[src/design/ebp_pkg.sv]
package ebp_pkg;
    // ********************************
    // Widths and reset values
    // ********************************
    localparam int ADDR_W = 24;
    localparam int IADDR_W = 26;
    localparam int DATA_W = 32;
    localparam int SHORT_W = 16;
    localparam int BANKS = 4;
    localparam int BANK_LSB = 24;
    localparam int SDC_W = 8;
    localparam logic [BANKS-1:0] BANK_IDLE = 4'hF;
    localparam logic [DATA_W-1:0] DATA_ZERO = 32'h0;
    localparam logic [DATA_W-1:0] OE_FULL = 32'hFFFFFFFF;
    localparam logic [DATA_W-1:0] OE_SHORT = 32'h0000FFFF;
    localparam logic [ADDR_W-1:0] ADDR_ZERO = 24'h0;

    // ********************************
    // States
    // ********************************
    typedef enum logic [1:0] {
        EBP_M_IDLE = 2'h0,
        EBP_M_ADDR = 2'h1,
        EBP_M_STRB = 2'h3,
        EBP_M_DONE = 2'h2
    } ebp_mst_t;

    typedef enum logic [1:0] {
        EBP_S_IDLE = 2'h0,
        EBP_S_BUSY = 2'h1,
        EBP_S_ACK = 2'h3,
        EBP_S_SPARE = 2'h2
    } ebp_slv_t;

    typedef struct packed {
        ebp_mst_t mst;
        ebp_slv_t slv;
        logic [ADDR_W-1:0] addr;
        logic [BANKS-1:0] sel_n;
        logic [BANKS-1:0] bank_n;
        logic [DATA_W-1:0] dout;
        logic [DATA_W-1:0] doe;
        logic rd_n;
        logic wr_n;
        logic sw_n;
        logic own;
        logic flt;
        logic keep;
        logic write;
        logic short;
        logic cond_ok;
        logic rsp_valid;
        logic [DATA_W-1:0] rdata;
        logic s_valid;
        logic s_write;
        logic s_host;
        logic [ADDR_W-1:0] s_addr;
        logic [DATA_W-1:0] s_wdata;
        logic ack_o;
        logic ack_oe;
        logic hw_o;
    } ebp_state_t;
endpackage

[src/design/ebp_top.sv]
`timescale 1ns/1ps
// Operation
// - Master access drives the 24-bit external address lines.
// - Address lines are inputs while another master reaches our registers.
// - As bus master, drive address to reach the other processor's registers.
// - Full 32-bit words use data bits 31 down to 0.
// - Short 16-bit words use only data bits 15 down to 0.
// - Internal address bits 25:24 decode to four active-low bank selects.
// - Bank selects change in the same cycle as the address.
// - Selects idle without access, but assert for conditional accesses anyway.
// - Selects mapped to synchronous DRAM may assert with no access.
// - Read strobe asserts for external reads and other-processor register reads.
// - Write strobe asserts for external writes and other-processor register writes.
// - Bus master drives the strobes; the non-master takes them as inputs.
// - Early store select asserts with address; write abandoned without strobe.
// - As non-master, early store select decides read or write; for host accesses the write strobe decides.
// - Deasserted acknowledge holds our access uncompleted.
// - Synchronous register access to us gets acknowledge driven low for waits.
// - Keeper holds acknowledge input at its last driven level.
// - Float request floats address, data, selects, strobes next cycle; DRAM pins stay.
// - An access attempted while floated stalls until float request releases.
// - Giving the bus to a host floats the bus but keeps DRAM pins.
// - Host wait line driven only with chip select and host request; low waits.
module ebp_top
    import ebp_pkg::*;
(
    input wire logic CLK_SYS,
    input wire logic RST,
    input wire logic MASTER,
    input wire logic REQ_VALID,
    output logic REQ_READY,
    input wire logic REQ_WRITE,
    input wire logic REQ_SHORT,
    input wire logic REQ_COND,
    input wire logic REQ_COND_TRUE,
    input wire logic [IADDR_W-1:0] REQ_ADDR,
    input wire logic [DATA_W-1:0] REQ_WDATA,
    output logic RSP_VALID,
    output logic [DATA_W-1:0] RSP_RDATA,
    output logic SLV_VALID,
    input wire logic SLV_READY,
    output logic SLV_WRITE,
    output logic [ADDR_W-1:0] SLV_ADDR,
    output logic [DATA_W-1:0] SLV_WDATA,
    input wire logic [DATA_W-1:0] SLV_RDATA,
    input wire logic [BANKS-1:0] SDRAM_BANK_HOLD,
    input wire logic [SDC_W-1:0] SDRAM_CTL_IN,
    output logic [SDC_W-1:0] SDRAM_CTL_OUT,
    input wire logic [ADDR_W-1:0] ADDR_I,
    output logic [ADDR_W-1:0] ADDR_O,
    output logic [ADDR_W-1:0] ADDR_OE,
    input wire logic [DATA_W-1:0] DATA_I,
    output logic [DATA_W-1:0] DATA_O,
    output logic [DATA_W-1:0] DATA_OE,
    output logic [BANKS-1:0] BANK_SELECT_N_O,
    output logic [BANKS-1:0] BANK_SELECT_N_OE,
    input wire logic RD_N_I,
    output logic RD_N_O,
    output logic RD_N_OE,
    input wire logic WR_N_I,
    output logic WR_N_O,
    output logic WR_N_OE,
    input wire logic EARLY_STORE_SELECT_N_I,
    output logic EARLY_STORE_SELECT_N_O,
    output logic EARLY_STORE_SELECT_N_OE,
    input wire logic ACK_I,
    input wire logic ACK_DRIVEN,
    output logic ACK_O,
    output logic ACK_OE,
    input wire logic BUS_FLOAT_REQUEST_N,
    input wire logic HOST_BUS_REQUEST_N,
    input wire logic CHIP_SELECT_N,
    output logic HOST_WAIT_LINE_O,
    output logic HOST_WAIT_LINE_OE
);
    // ********************************
    // Decode
    // ********************************
    function automatic logic [BANKS-1:0] bank_decode(input logic [1:0] hi);
        logic [BANKS-1:0] v;
        v = BANK_IDLE;
        v[hi] = 1'b0;
        return v;
    endfunction

    ebp_state_t r_reg;
    ebp_state_t r_next;
    logic ack_eff;
    logic stall;
    logic accept;
    logic strobe_in;
    logic host_acc;
    logic drive;

    // Keeper: undriven line reads as last driven level
    assign ack_eff = ACK_DRIVEN ? ACK_I : r_reg.keep;
    assign stall = ~BUS_FLOAT_REQUEST_N;
    assign strobe_in = ~RD_N_I | ~WR_N_I;
    assign host_acc = ~CHIP_SELECT_N & ~HOST_BUS_REQUEST_N;
    assign REQ_READY = (r_reg.mst == EBP_M_IDLE) && r_reg.own && MASTER && HOST_BUS_REQUEST_N && !stall;
    assign accept = REQ_VALID & REQ_READY;
    assign drive = r_reg.own & ~r_reg.flt;

    // ********************************
    // Next state
    // ********************************
    always_comb begin
        r_next = r_reg;
        r_next.rsp_valid = 1'b0;
        r_next.keep = ack_eff;
        r_next.flt = ~BUS_FLOAT_REQUEST_N;
        // Finish a running access before yielding to the host
        r_next.own = MASTER & (HOST_BUS_REQUEST_N | (r_reg.mst != EBP_M_IDLE));
        case (r_reg.mst)
            EBP_M_IDLE: begin
                if (accept) begin
                    r_next.addr = REQ_ADDR[ADDR_W-1:0];
                    r_next.sel_n = bank_decode(REQ_ADDR[BANK_LSB+1:BANK_LSB]);
                    r_next.write = REQ_WRITE;
                    r_next.short = REQ_SHORT;
                    r_next.cond_ok = ~REQ_COND | REQ_COND_TRUE;
                    r_next.sw_n = ~REQ_WRITE;
                    r_next.dout = REQ_SHORT ? {16'h0, REQ_WDATA[SHORT_W-1:0]} : REQ_WDATA;
                    r_next.doe = REQ_WRITE ? (REQ_SHORT ? OE_SHORT : OE_FULL) : DATA_ZERO;
                    r_next.mst = EBP_M_ADDR;
                end
            end
            EBP_M_ADDR: begin
                if (!stall) begin
                    if (r_reg.cond_ok) begin
                        r_next.rd_n = r_reg.write;
                        r_next.wr_n = ~r_reg.write;
                        r_next.mst = EBP_M_STRB;
                    end else begin
                        // False condition: select seen, no strobe, write abandoned
                        r_next.sw_n = 1'b1;
                        r_next.rsp_valid = 1'b1;
                        r_next.mst = EBP_M_DONE;
                    end
                end
            end
            EBP_M_STRB: begin
                // Strobe must be back on the pins before acknowledge can end the access
                if (!stall && !r_reg.flt && ack_eff) begin
                    r_next.rd_n = 1'b1;
                    r_next.wr_n = 1'b1;
                    r_next.rsp_valid = 1'b1;
                    if (!r_reg.write) begin
                        r_next.rdata = r_reg.short ? {16'h0, DATA_I[SHORT_W-1:0]} : DATA_I;
                    end
                    r_next.mst = EBP_M_DONE;
                end
            end
            EBP_M_DONE: begin
                r_next.sel_n = BANK_IDLE;
                r_next.sw_n = 1'b1;
                r_next.doe = DATA_ZERO;
                r_next.mst = EBP_M_IDLE;
            end
            default: begin
                r_next.mst = EBP_M_IDLE;
            end
        endcase
        // Slave side: someone else owns the bus
        case (r_reg.slv)
            EBP_S_IDLE: begin
                if (!r_reg.own && strobe_in) begin
                    r_next.s_host = host_acc;
                    r_next.s_write = host_acc ? ~WR_N_I : ~EARLY_STORE_SELECT_N_I;
                    r_next.s_addr = ADDR_I;
                    r_next.s_wdata = DATA_I;
                    r_next.s_valid = 1'b1;
                    r_next.ack_oe = ~host_acc;
                    r_next.ack_o = 1'b0;
                    r_next.hw_o = ~host_acc;
                    r_next.slv = EBP_S_BUSY;
                end
            end
            EBP_S_BUSY: begin
                if (SLV_READY) begin
                    r_next.s_valid = 1'b0;
                    r_next.ack_o = 1'b1;
                    r_next.hw_o = 1'b1;
                    if (!r_reg.s_write) begin
                        r_next.dout = SLV_RDATA;
                        r_next.doe = OE_FULL;
                    end
                    r_next.slv = EBP_S_ACK;
                end
            end
            EBP_S_ACK: begin
                if (!strobe_in) begin
                    r_next.doe = DATA_ZERO;
                    r_next.ack_oe = 1'b0;
                    r_next.slv = EBP_S_IDLE;
                end
            end
            default: begin
                r_next.slv = EBP_S_IDLE;
            end
        endcase
        // Controller may hold a DRAM bank select with no access running
        r_next.bank_n = r_next.sel_n & ~SDRAM_BANK_HOLD;
    end

    always_ff @(posedge CLK_SYS) begin
        if (RST) begin
            r_reg <= '{mst: EBP_M_IDLE, slv: EBP_S_IDLE, addr: ADDR_ZERO, sel_n: BANK_IDLE,
                bank_n: BANK_IDLE, dout: DATA_ZERO, doe: DATA_ZERO, rd_n: 1'b1, wr_n: 1'b1,
                sw_n: 1'b1, own: 1'b0, flt: 1'b0, keep: 1'b1, write: 1'b0, short: 1'b0,
                cond_ok: 1'b0, rsp_valid: 1'b0, rdata: DATA_ZERO, s_valid: 1'b0,
                s_write: 1'b0, s_host: 1'b0, s_addr: ADDR_ZERO, s_wdata: DATA_ZERO,
                ack_o: 1'b1, ack_oe: 1'b0, hw_o: 1'b1};
        end else begin
            r_reg <= r_next;
        end
    end

    // ********************************
    // Pins
    // ********************************
    assign ADDR_O = r_reg.addr;
    assign ADDR_OE = {ADDR_W{drive}};
    assign DATA_O = r_reg.dout;
    assign DATA_OE = r_reg.doe & {DATA_W{~r_reg.flt}};
    assign BANK_SELECT_N_O = r_reg.bank_n;
    assign BANK_SELECT_N_OE = {BANKS{drive}};
    assign RD_N_O = r_reg.rd_n;
    assign RD_N_OE = drive;
    assign WR_N_O = r_reg.wr_n;
    assign WR_N_OE = drive;
    assign EARLY_STORE_SELECT_N_O = r_reg.sw_n;
    assign EARLY_STORE_SELECT_N_OE = drive;
    assign ACK_O = r_reg.ack_o;
    assign ACK_OE = r_reg.ack_oe & ~r_reg.own;
    // DRAM control is never floated
    assign SDRAM_CTL_OUT = SDRAM_CTL_IN;
    assign HOST_WAIT_LINE_O = r_reg.hw_o;
    assign HOST_WAIT_LINE_OE = host_acc;
    assign RSP_VALID = r_reg.rsp_valid;
    assign RSP_RDATA = r_reg.rdata;
    assign SLV_VALID = r_reg.s_valid;
    assign SLV_WRITE = r_reg.s_write;
    assign SLV_ADDR = r_reg.s_addr;
    assign SLV_WDATA = r_reg.s_wdata;

    // ********************************
    // Checks
    // ********************************
    property p_bank_decode;
        @(posedge CLK_SYS) disable iff (RST)
        accept |=> r_reg.sel_n == bank_decode($past(REQ_ADDR[BANK_LSB+1:BANK_LSB]));
    endproperty
    a_bank_decode: assert property (p_bank_decode) else $error("bank select decode wrong");

    property p_bank_idle;
        @(posedge CLK_SYS) disable iff (RST)
        (r_reg.mst == EBP_M_IDLE) |-> (r_reg.sel_n == BANK_IDLE);
    endproperty
    a_bank_idle: assert property (p_bank_idle) else $error("bank select active while idle");

    property p_early_store;
        @(posedge CLK_SYS) disable iff (RST)
        (accept && REQ_WRITE) |=> (!EARLY_STORE_SELECT_N_O && ADDR_O == $past(REQ_ADDR[ADDR_W-1:0]));
    endproperty
    a_early_store: assert property (p_early_store) else $error("early store select not with address");

    property p_read_strobe;
        @(posedge CLK_SYS) disable iff (RST)
        (accept && !REQ_WRITE && (!REQ_COND || REQ_COND_TRUE)) ##1 BUS_FLOAT_REQUEST_N |=> !RD_N_O && WR_N_O;
    endproperty
    a_read_strobe: assert property (p_read_strobe) else $error("read strobe missing");

    property p_float;
        @(posedge CLK_SYS) disable iff (RST)
        !BUS_FLOAT_REQUEST_N |=> (ADDR_OE == ADDR_ZERO) && (DATA_OE == DATA_ZERO) && !RD_N_OE;
    endproperty
    a_float: assert property (p_float) else $error("bus not floated after float request");

    property p_stall;
        @(posedge CLK_SYS) disable iff (RST)
        (r_reg.mst == EBP_M_STRB && stall) |=> (r_reg.mst == EBP_M_STRB) && !RSP_VALID;
    endproperty
    a_stall: assert property (p_stall) else $error("access finished while floated");

    property p_wait;
        @(posedge CLK_SYS) disable iff (RST)
        (r_reg.mst == EBP_M_STRB && !ack_eff) |=> !RSP_VALID && (r_reg.mst == EBP_M_STRB);
    endproperty
    a_wait: assert property (p_wait) else $error("access done without acknowledge");

    property p_complete;
        @(posedge CLK_SYS) disable iff (RST)
        (r_reg.mst == EBP_M_STRB && ack_eff && !stall && !r_reg.flt) |=> RSP_VALID && RD_N_O && WR_N_O;
    endproperty
    a_complete: assert property (p_complete) else $error("acknowledged access not completed");

    property p_slave_ack;
        @(posedge CLK_SYS) disable iff (RST)
        (r_reg.slv == EBP_S_IDLE && !r_reg.own && !MASTER && strobe_in && !host_acc) |=> ACK_OE && !ACK_O;
    endproperty
    a_slave_ack: assert property (p_slave_ack) else $error("slave did not pull acknowledge low");

    property p_addr_input;
        @(posedge CLK_SYS) disable iff (RST)
        (r_reg.slv != EBP_S_IDLE) |-> (ADDR_OE == ADDR_ZERO);
    endproperty
    a_addr_input: assert property (p_addr_input) else $error("address driven during slave access");
endmodule

[config.mk]
export PLATFORM = sky130hd
export DESIGN_NAME = ebp_top
export DESIGN_NICKNAME = d
export VERILOG_FILES = /design/src/design/ebp_pkg.sv /design/src/design/ebp_top.sv
export SDC_FILE = /design/constraint.sdc
export NUM_CORES = 1
export LEC_CHECK = 0
export ABC_AREA = 1
export BUFFER_PORTS_ARGS = -buffer_cell sky130_fd_sc_hd__buf_2
export CAP_MARGIN = 20
export CORE_ASPECT_RATIO = 0.8
export CORE_UTILIZATION = 40
export CTS_BUF_LIST = sky130_fd_sc_hd__clkbuf_4 sky130_fd_sc_hd__clkbuf_8
export DETAILED_ROUTE_END_ITERATION = 7
export PLACE_DENSITY = 0.73
export SLEW_MARGIN = 20
export SYNTH_ARGS = -nofsm -noshare
export SYNTH_HDL_FRONTEND = slang
export SYNTH_SLANG_ARGS = --single-unit
[constraint.sdc]
create_clock -name CLK_SYS -period 1.8 [get_ports CLK_SYS]
set_input_delay 0.18 -clock CLK_SYS [delete_from_list [all_inputs] [get_ports CLK_SYS]]
set_output_delay 0.18 -clock CLK_SYS [all_outputs]
set_load 0.02 [all_outputs]
Yosys cells after proc, flatten, opt, wreduce, memory -nomap -nowiden
Cells that the tools add are included.
{ "word_totals": {"input_bits": 175, "reg_bits": 204, "output_inout_bits": 230, "word_cells": 138} }
{ "classes": {"n_eq_ne": 13, "n_reduce_logical": 26, "n_mux": 47, "order_cmp": 2, "bitwise_logic": 24} }
{ "op_table": {"columns": ["cell", "n"], "rows": [
  ["$mux W32", 8],
  ["$mux W64", 3],
  ["$pmux W32 S2", 2],
  ["$mux W62", 1],
  ["$mux W33", 1],
  ["$and A32 B32 Y32", 1],
  ["$mux W2", 8],
  ["$ne A2 B2 Y1 const B", 8],
  ["$reduce_and A3 Y1", 5],
  ["$not A1 Y1", 12],
  ["$mux W1", 11],
  ["$pmux W1 S2", 5],
  ["$logic_and A1 B1 Y1", 8],
  ["$not A4 Y4", 2],
  ["$pmux W2 S4", 1],
  ["$pmux W4 S2", 1],
  ["$reduce_and A4 Y1", 2],
  ["$reduce_bool A2 Y1", 4],
  ["$eq A2 B2 Y1 const B", 3],
  ["$pmux W2 S3", 1],
  ["$and A1 B1 Y1", 5],
  ["$and A4 B4 Y4", 1],
  ["$eq A2 B1 Y1 const B", 2],
  ["$logic_not A2 Y1", 2],
  ["other kinds (11)", 15]
]} }

Longest topological paths before layout
{ "logic_depth": {"depth_word": 11, "ltp_mapped": 11, "depth_no_buf": 10} }

Worst setup path before layout
Ideal clock, no wire load.
{ "synth_timing": {"kind": "register -> output", "start": "register r_reg[99] (netlist name)", "end": "output port ADDR_OE[0]", "path_slack_ns": -0.335, "arrival_time_ns": 1.955, "n_path_buf": 2, "required_time_ns": 1.620, "path_stages_with_launch": 4, "path_cell_list": "dfxtp_1 -> buf_2 -> nor2_1 -> buf_4"} }
{ "synth_via": {"elab_chain_cells": 2} }
{ "synth_rtl": {"columns": ["element", "line_no", "source"], "rows": [
  ["from (decl)", "ebp_top.sv:86", "ebp_state_t r_reg;"],
  ["from (signal assigned)", "ebp_top.sv:208", "r_reg <= '{mst: EBP_M_IDLE, slv: EBP_S_IDLE, addr: ADDR_ZERO, sel_n: BANK_IDLE,"],
  ["from (signal assigned)", "ebp_top.sv:215", "r_reg <= r_next;"],
  ["$not A1 Y1", "ebp_top.sv:102", "assign drive = r_reg.own & ~r_reg.flt;"],
  ["$and A1 B1 Y1", "ebp_top.sv:102", null],
  ["to (decl)", "ebp_top.sv:51", "output logic [ADDR_W-1:0] ADDR_OE,"]
]} }
No other way between the ends.

Final worst setup path
{ "layout_timing": {"start": "register r_reg[100] (netlist name)", "end": "output port ADDR_OE[22]"} }
{ "layout_via": {"elab_chain_cells": 1} }
{ "layout_rtl": {"columns": ["element", "line_no"], "rows": [
  ["$and A1 B1 Y1", "ebp_top.sv:102"]
]} }
No other way between the ends.

==> out/qor.csv <==
stage,metric,value,unit
status,status,finished clean,
floorplan,Die Height,142,um
pwr,Peak VDD IR,659,uV
worst_hold_path,Hold Crit Class,input pin to flip-flop,
yosys,sequential area share after synthesis,41.5,%
floorplan,core area,23700,sq um
pwr,Internal Pwr Total,0.00914,W
cts,CTS buffer count,34,
pwr,Comb pwr share,29.9,%
sta,final worst slack,0.0239,ns
pwr,Leak,6.67,nW
detailed_routing,Initial DRC Count,475,
sta,worst slew pin tran,0.733,ns
floorplan,die width,177,um
yosys,Synthesis Warnings,0,
sta,setup repair after global routing missed its margin,true,
global_routing,initial antenna violation count,1,
sta,Fin Clk Skew,0.0121,ns
floorplan,Die ar.,25100,sq um
yosys,top cell type by total area after synthesis,dfxtp_1,
detailed_routing,Via density,4.80,
global_routing,pin count of the biggest net entering global routing,64,
cells_and_area,share of cells above drive strength 1,32.3,%
flow_run,max-cap viol count,0,
sta,minimum clock period,1.78,ns
global_routing,first-pass GRT wire length,45.7,mm
cells_and_area,fillers,2116,
cts,clock latency on the worst-skew pair,0.50,ns
detailed_routing,First-pass DRT Iterations,4,
global_routing,vias in the first global route,9017,
sta,max_slew headroom,51.1,%
cts,CTS tree,built,
placed_design,gp weighted congestion,0.835,
pwr,Psw,0.00456,W
sta,Tcrit/Tclk final,98.7,%
yosys,Unique masters post-synth,33,
yosys,synthesized cell area,9790,sq um
cells_and_area,final core utilization,55.8,%
yosys,syn avg cell area,7.37,sq um
detailed_routing,final antenna-violating net count,0,
yosys,ranking of synthesized cells by area,"dfxtp_1 42%, buf_4 14%, nand2_1 6.9%",
yosys,Yosys top cell area share,41.5,%
placed_design,pre-CTS WS,-0.0294,ns
detailed_routing,final wirelength,30.4,mm
setup_path,CP max FO,7,
worst_hold_path,WHS Endpoint,DATA_O[11]$_SDFF_PP0_,
setup_path,FF-to-FF End,ADDR_O[14]$_SDFFE_PP0P_,
cts,Worst-path clk slew,0.06,ns
setup_path,Worst Path Arrival,1.60,ns
worst_hold_path,hold wc startpoint,SLV_RDATA[11],
cts,Root Buffer,clkbuf_8,
sta,final setup violating endpoints,0,
detailed_routing,wire per inst,15.2,um
floorplan,# rows,50,
placed_design,DP Wirelength,18.8,mm
detailed_routing,via count,9571,
pwr,Clock power frac,31.4,%
setup_path,CP Class,flip-flop to primary output,
floorplan,I/O Pins,405,
worst_hold_path,Worst Hold Path Cells,4,
setup_path,Crit path required time,1.62,ns
cells_and_area,antenna cells,0,
setup_path,Reg2Reg Setup Slack,0.10,ns
pwr,part of the power in registers,38.7,%
pwr,total power,0.0137,W
pwr,switch share,33.3,%
sta,setup TNS,0,ns
cells_and_area,max FFs per register,47,
yosys,register bit total from synthesis,203,
floorplan,initial core utilization,41.3,%
global_routing,grt total ovfl,0,
cts,CTS sink count,203,
setup_path,CP Capture Type,primary output,
setup_path,Critical Path Start Type,flip-flop,
placed_design,PortBufs,388,
sta,fmax,0.563,GHz
sta,"Hold Violations, Final",0,
cts,CTS Buffer Depth,3,
sta,"Slew Viols, Final",0,
pwr,Power Density,1040,nW/um^2
cells_and_area,Final #Nets,1842,
setup_path,Reg-to-Reg Start,r_reg[202]$_SDFFE_PP0P_,
yosys,Gate Count Post-Synth,1327,
cells_and_area,area grow syn2layout,35.1,%
setup_path,worst r2r path cells,8,
global_routing,GRT Overall Usage,22.7,%
cts,htree depth,2,
yosys,syn_nets,1507,
detailed_routing,DR DRC count,0,
==> critical path: stages (launching register included) <==
cell and delay (ns):
dfxtp_4 0.36, clkinvlp_4 0.11, nor2_4 0.20, buf_12 0.14, clkbuf_16 0.15, buf_6 0.12
==> per-layer routing <==
metal / GRT usage (%) / vias up / share of wire [%] / wire (um)
li1: - / 4689 / - / -
met1: 26.9 / 4378 / 40 / 12200
met2: 39.2 / 429 / 49 / 14900
met3: 5.65 / 75 / 7.9 / 2390
met4: 9.26 / 0 / 2.9 / 894
met5: 0 / - / 0 / 0
==> per-stage QoR <==
stage	cell area (sq um)	instances	hold WS (ns)
2_1_floorplan	9790	1327	0.252
3_3_place_gp	10700	1793	0.360
3_5_place_dp	10700	1793	0.360
4_1_cts	12900	1986	0.00646
5_1_grt	13200	1995	0.0430
6_report	13200	1995	0.0381
==> final cells by class <==
type	instances	area (sq um)	share of cell area, %
Inverter	128	489	3.70
Timing Repair Buffer	565	4050	30.7
Clock buffer	52	659	4.99
Clock inverter	5	50.0	0.379
Tap cell	312	390	2.95
Multi-Input combinational cell	730	3510	26.5
Sequential cell	203	4070	30.8
==> kinds of logic after synthesis <==
logic type               count (synthesis)  share of synthesized area (%)
AND/OR/NAND/NOR                        457                           19.9
buffers and inverters                  394                           23.1
AO/OA/AOI/OAI                          268                           14.8
flip-flops                             203                           41.5
adder cells (fa/ha/maj)                  5                          0.639
==> synth_stat cells <==
master	count
buf_4	188
a21boi_1	4
nand2_1	180
o211ai_1	1
nor3_1	2
or2_2	16
buf_1	4
nand3_2	1
nand3_4	1
buf_6	5
nor2_2	2
o21ai_1	1
nor3_4	1
o2111ai_1	2
nand4_1	2
a31oi_1	1
nand2_2	1
nor2_1	149
o21ai_0	95
inv_2	4
ha_1	5
clkinv_1	1
dfxtp_1	203
inv_1	123
a21oi_2	10
buf_2	28
nand3_1	98
clkbuf_1	41
nor3b_1	1
a21oi_1	134
nor2_4	3
o21bai_1	16
a211oi_1	4
==> worst max path at each step <==
stage                             from                endpoint  slack, ns  cells past startpoint
3_5_place_dp   r_reg[202]$_SDFFE_PP0P_  r_reg[95]$_SDFFE_PP0P_      -0.03                      8
3_3_place_gp   r_reg[202]$_SDFFE_PP0P_  r_reg[95]$_SDFFE_PP0P_       0.06                      8
2_1_floorplan     r_reg[99]$_SDFF_PP0_              ADDR_OE[0]       0.15                      3
6_report         r_reg[100]$_SDFF_PP0_             ADDR_OE[22]       0.02                      5
5_1_grt          r_reg[100]$_SDFF_PP0_             ADDR_OE[23]      -0.08                      5
4_1_cts          r_reg[100]$_SDFF_PP0_                 WR_N_OE      -0.06                      4
==> repair_timing <==
action | 4_1_cts | 5_1_grt
hold buffers | 128 | 0
setup endpoints to repair | 33 | 75
hold endpoints to repair | 127 | 0
buffers inserted | 6 | 8
resized for setup | 28 | 61
pin swaps | 1 | 4
gates cloned | 3 | 1
==> power groups by stage <==
stage | Sequential [W] | Clock (W) | Combinational [W]
2_1_floorplan | 0.00538 | 0 | 0.00276
3_5_place_dp | 0.00539 | 0 | 0.00353
5_1_grt | 0.00536 | 0.00461 | 0.00448
4_1_cts | 0.00530 | 0.00441 | 0.00387
3_3_place_gp | 0.00536 | 0 | 0.00348
6_report | 0.00531 | 0.00429 | 0.00410
==> layout by cell type, fill, tap and decap left out, types with 12 or more instances in the layout <==
cell	instances
buf_2	356
dfxtp_1	200
nand2_1	180
nor2_1	148
a21oi_1	134
dlygate4sd3_1	128
inv_1	119
nand3_1	97
o21ai_0	95
clkbuf_8	43
buf_4	32
buf_6	26
or2_2	16
o21bai_1	16
buf_12	12
Note: power is estimated with default switching activity, not from simulation.
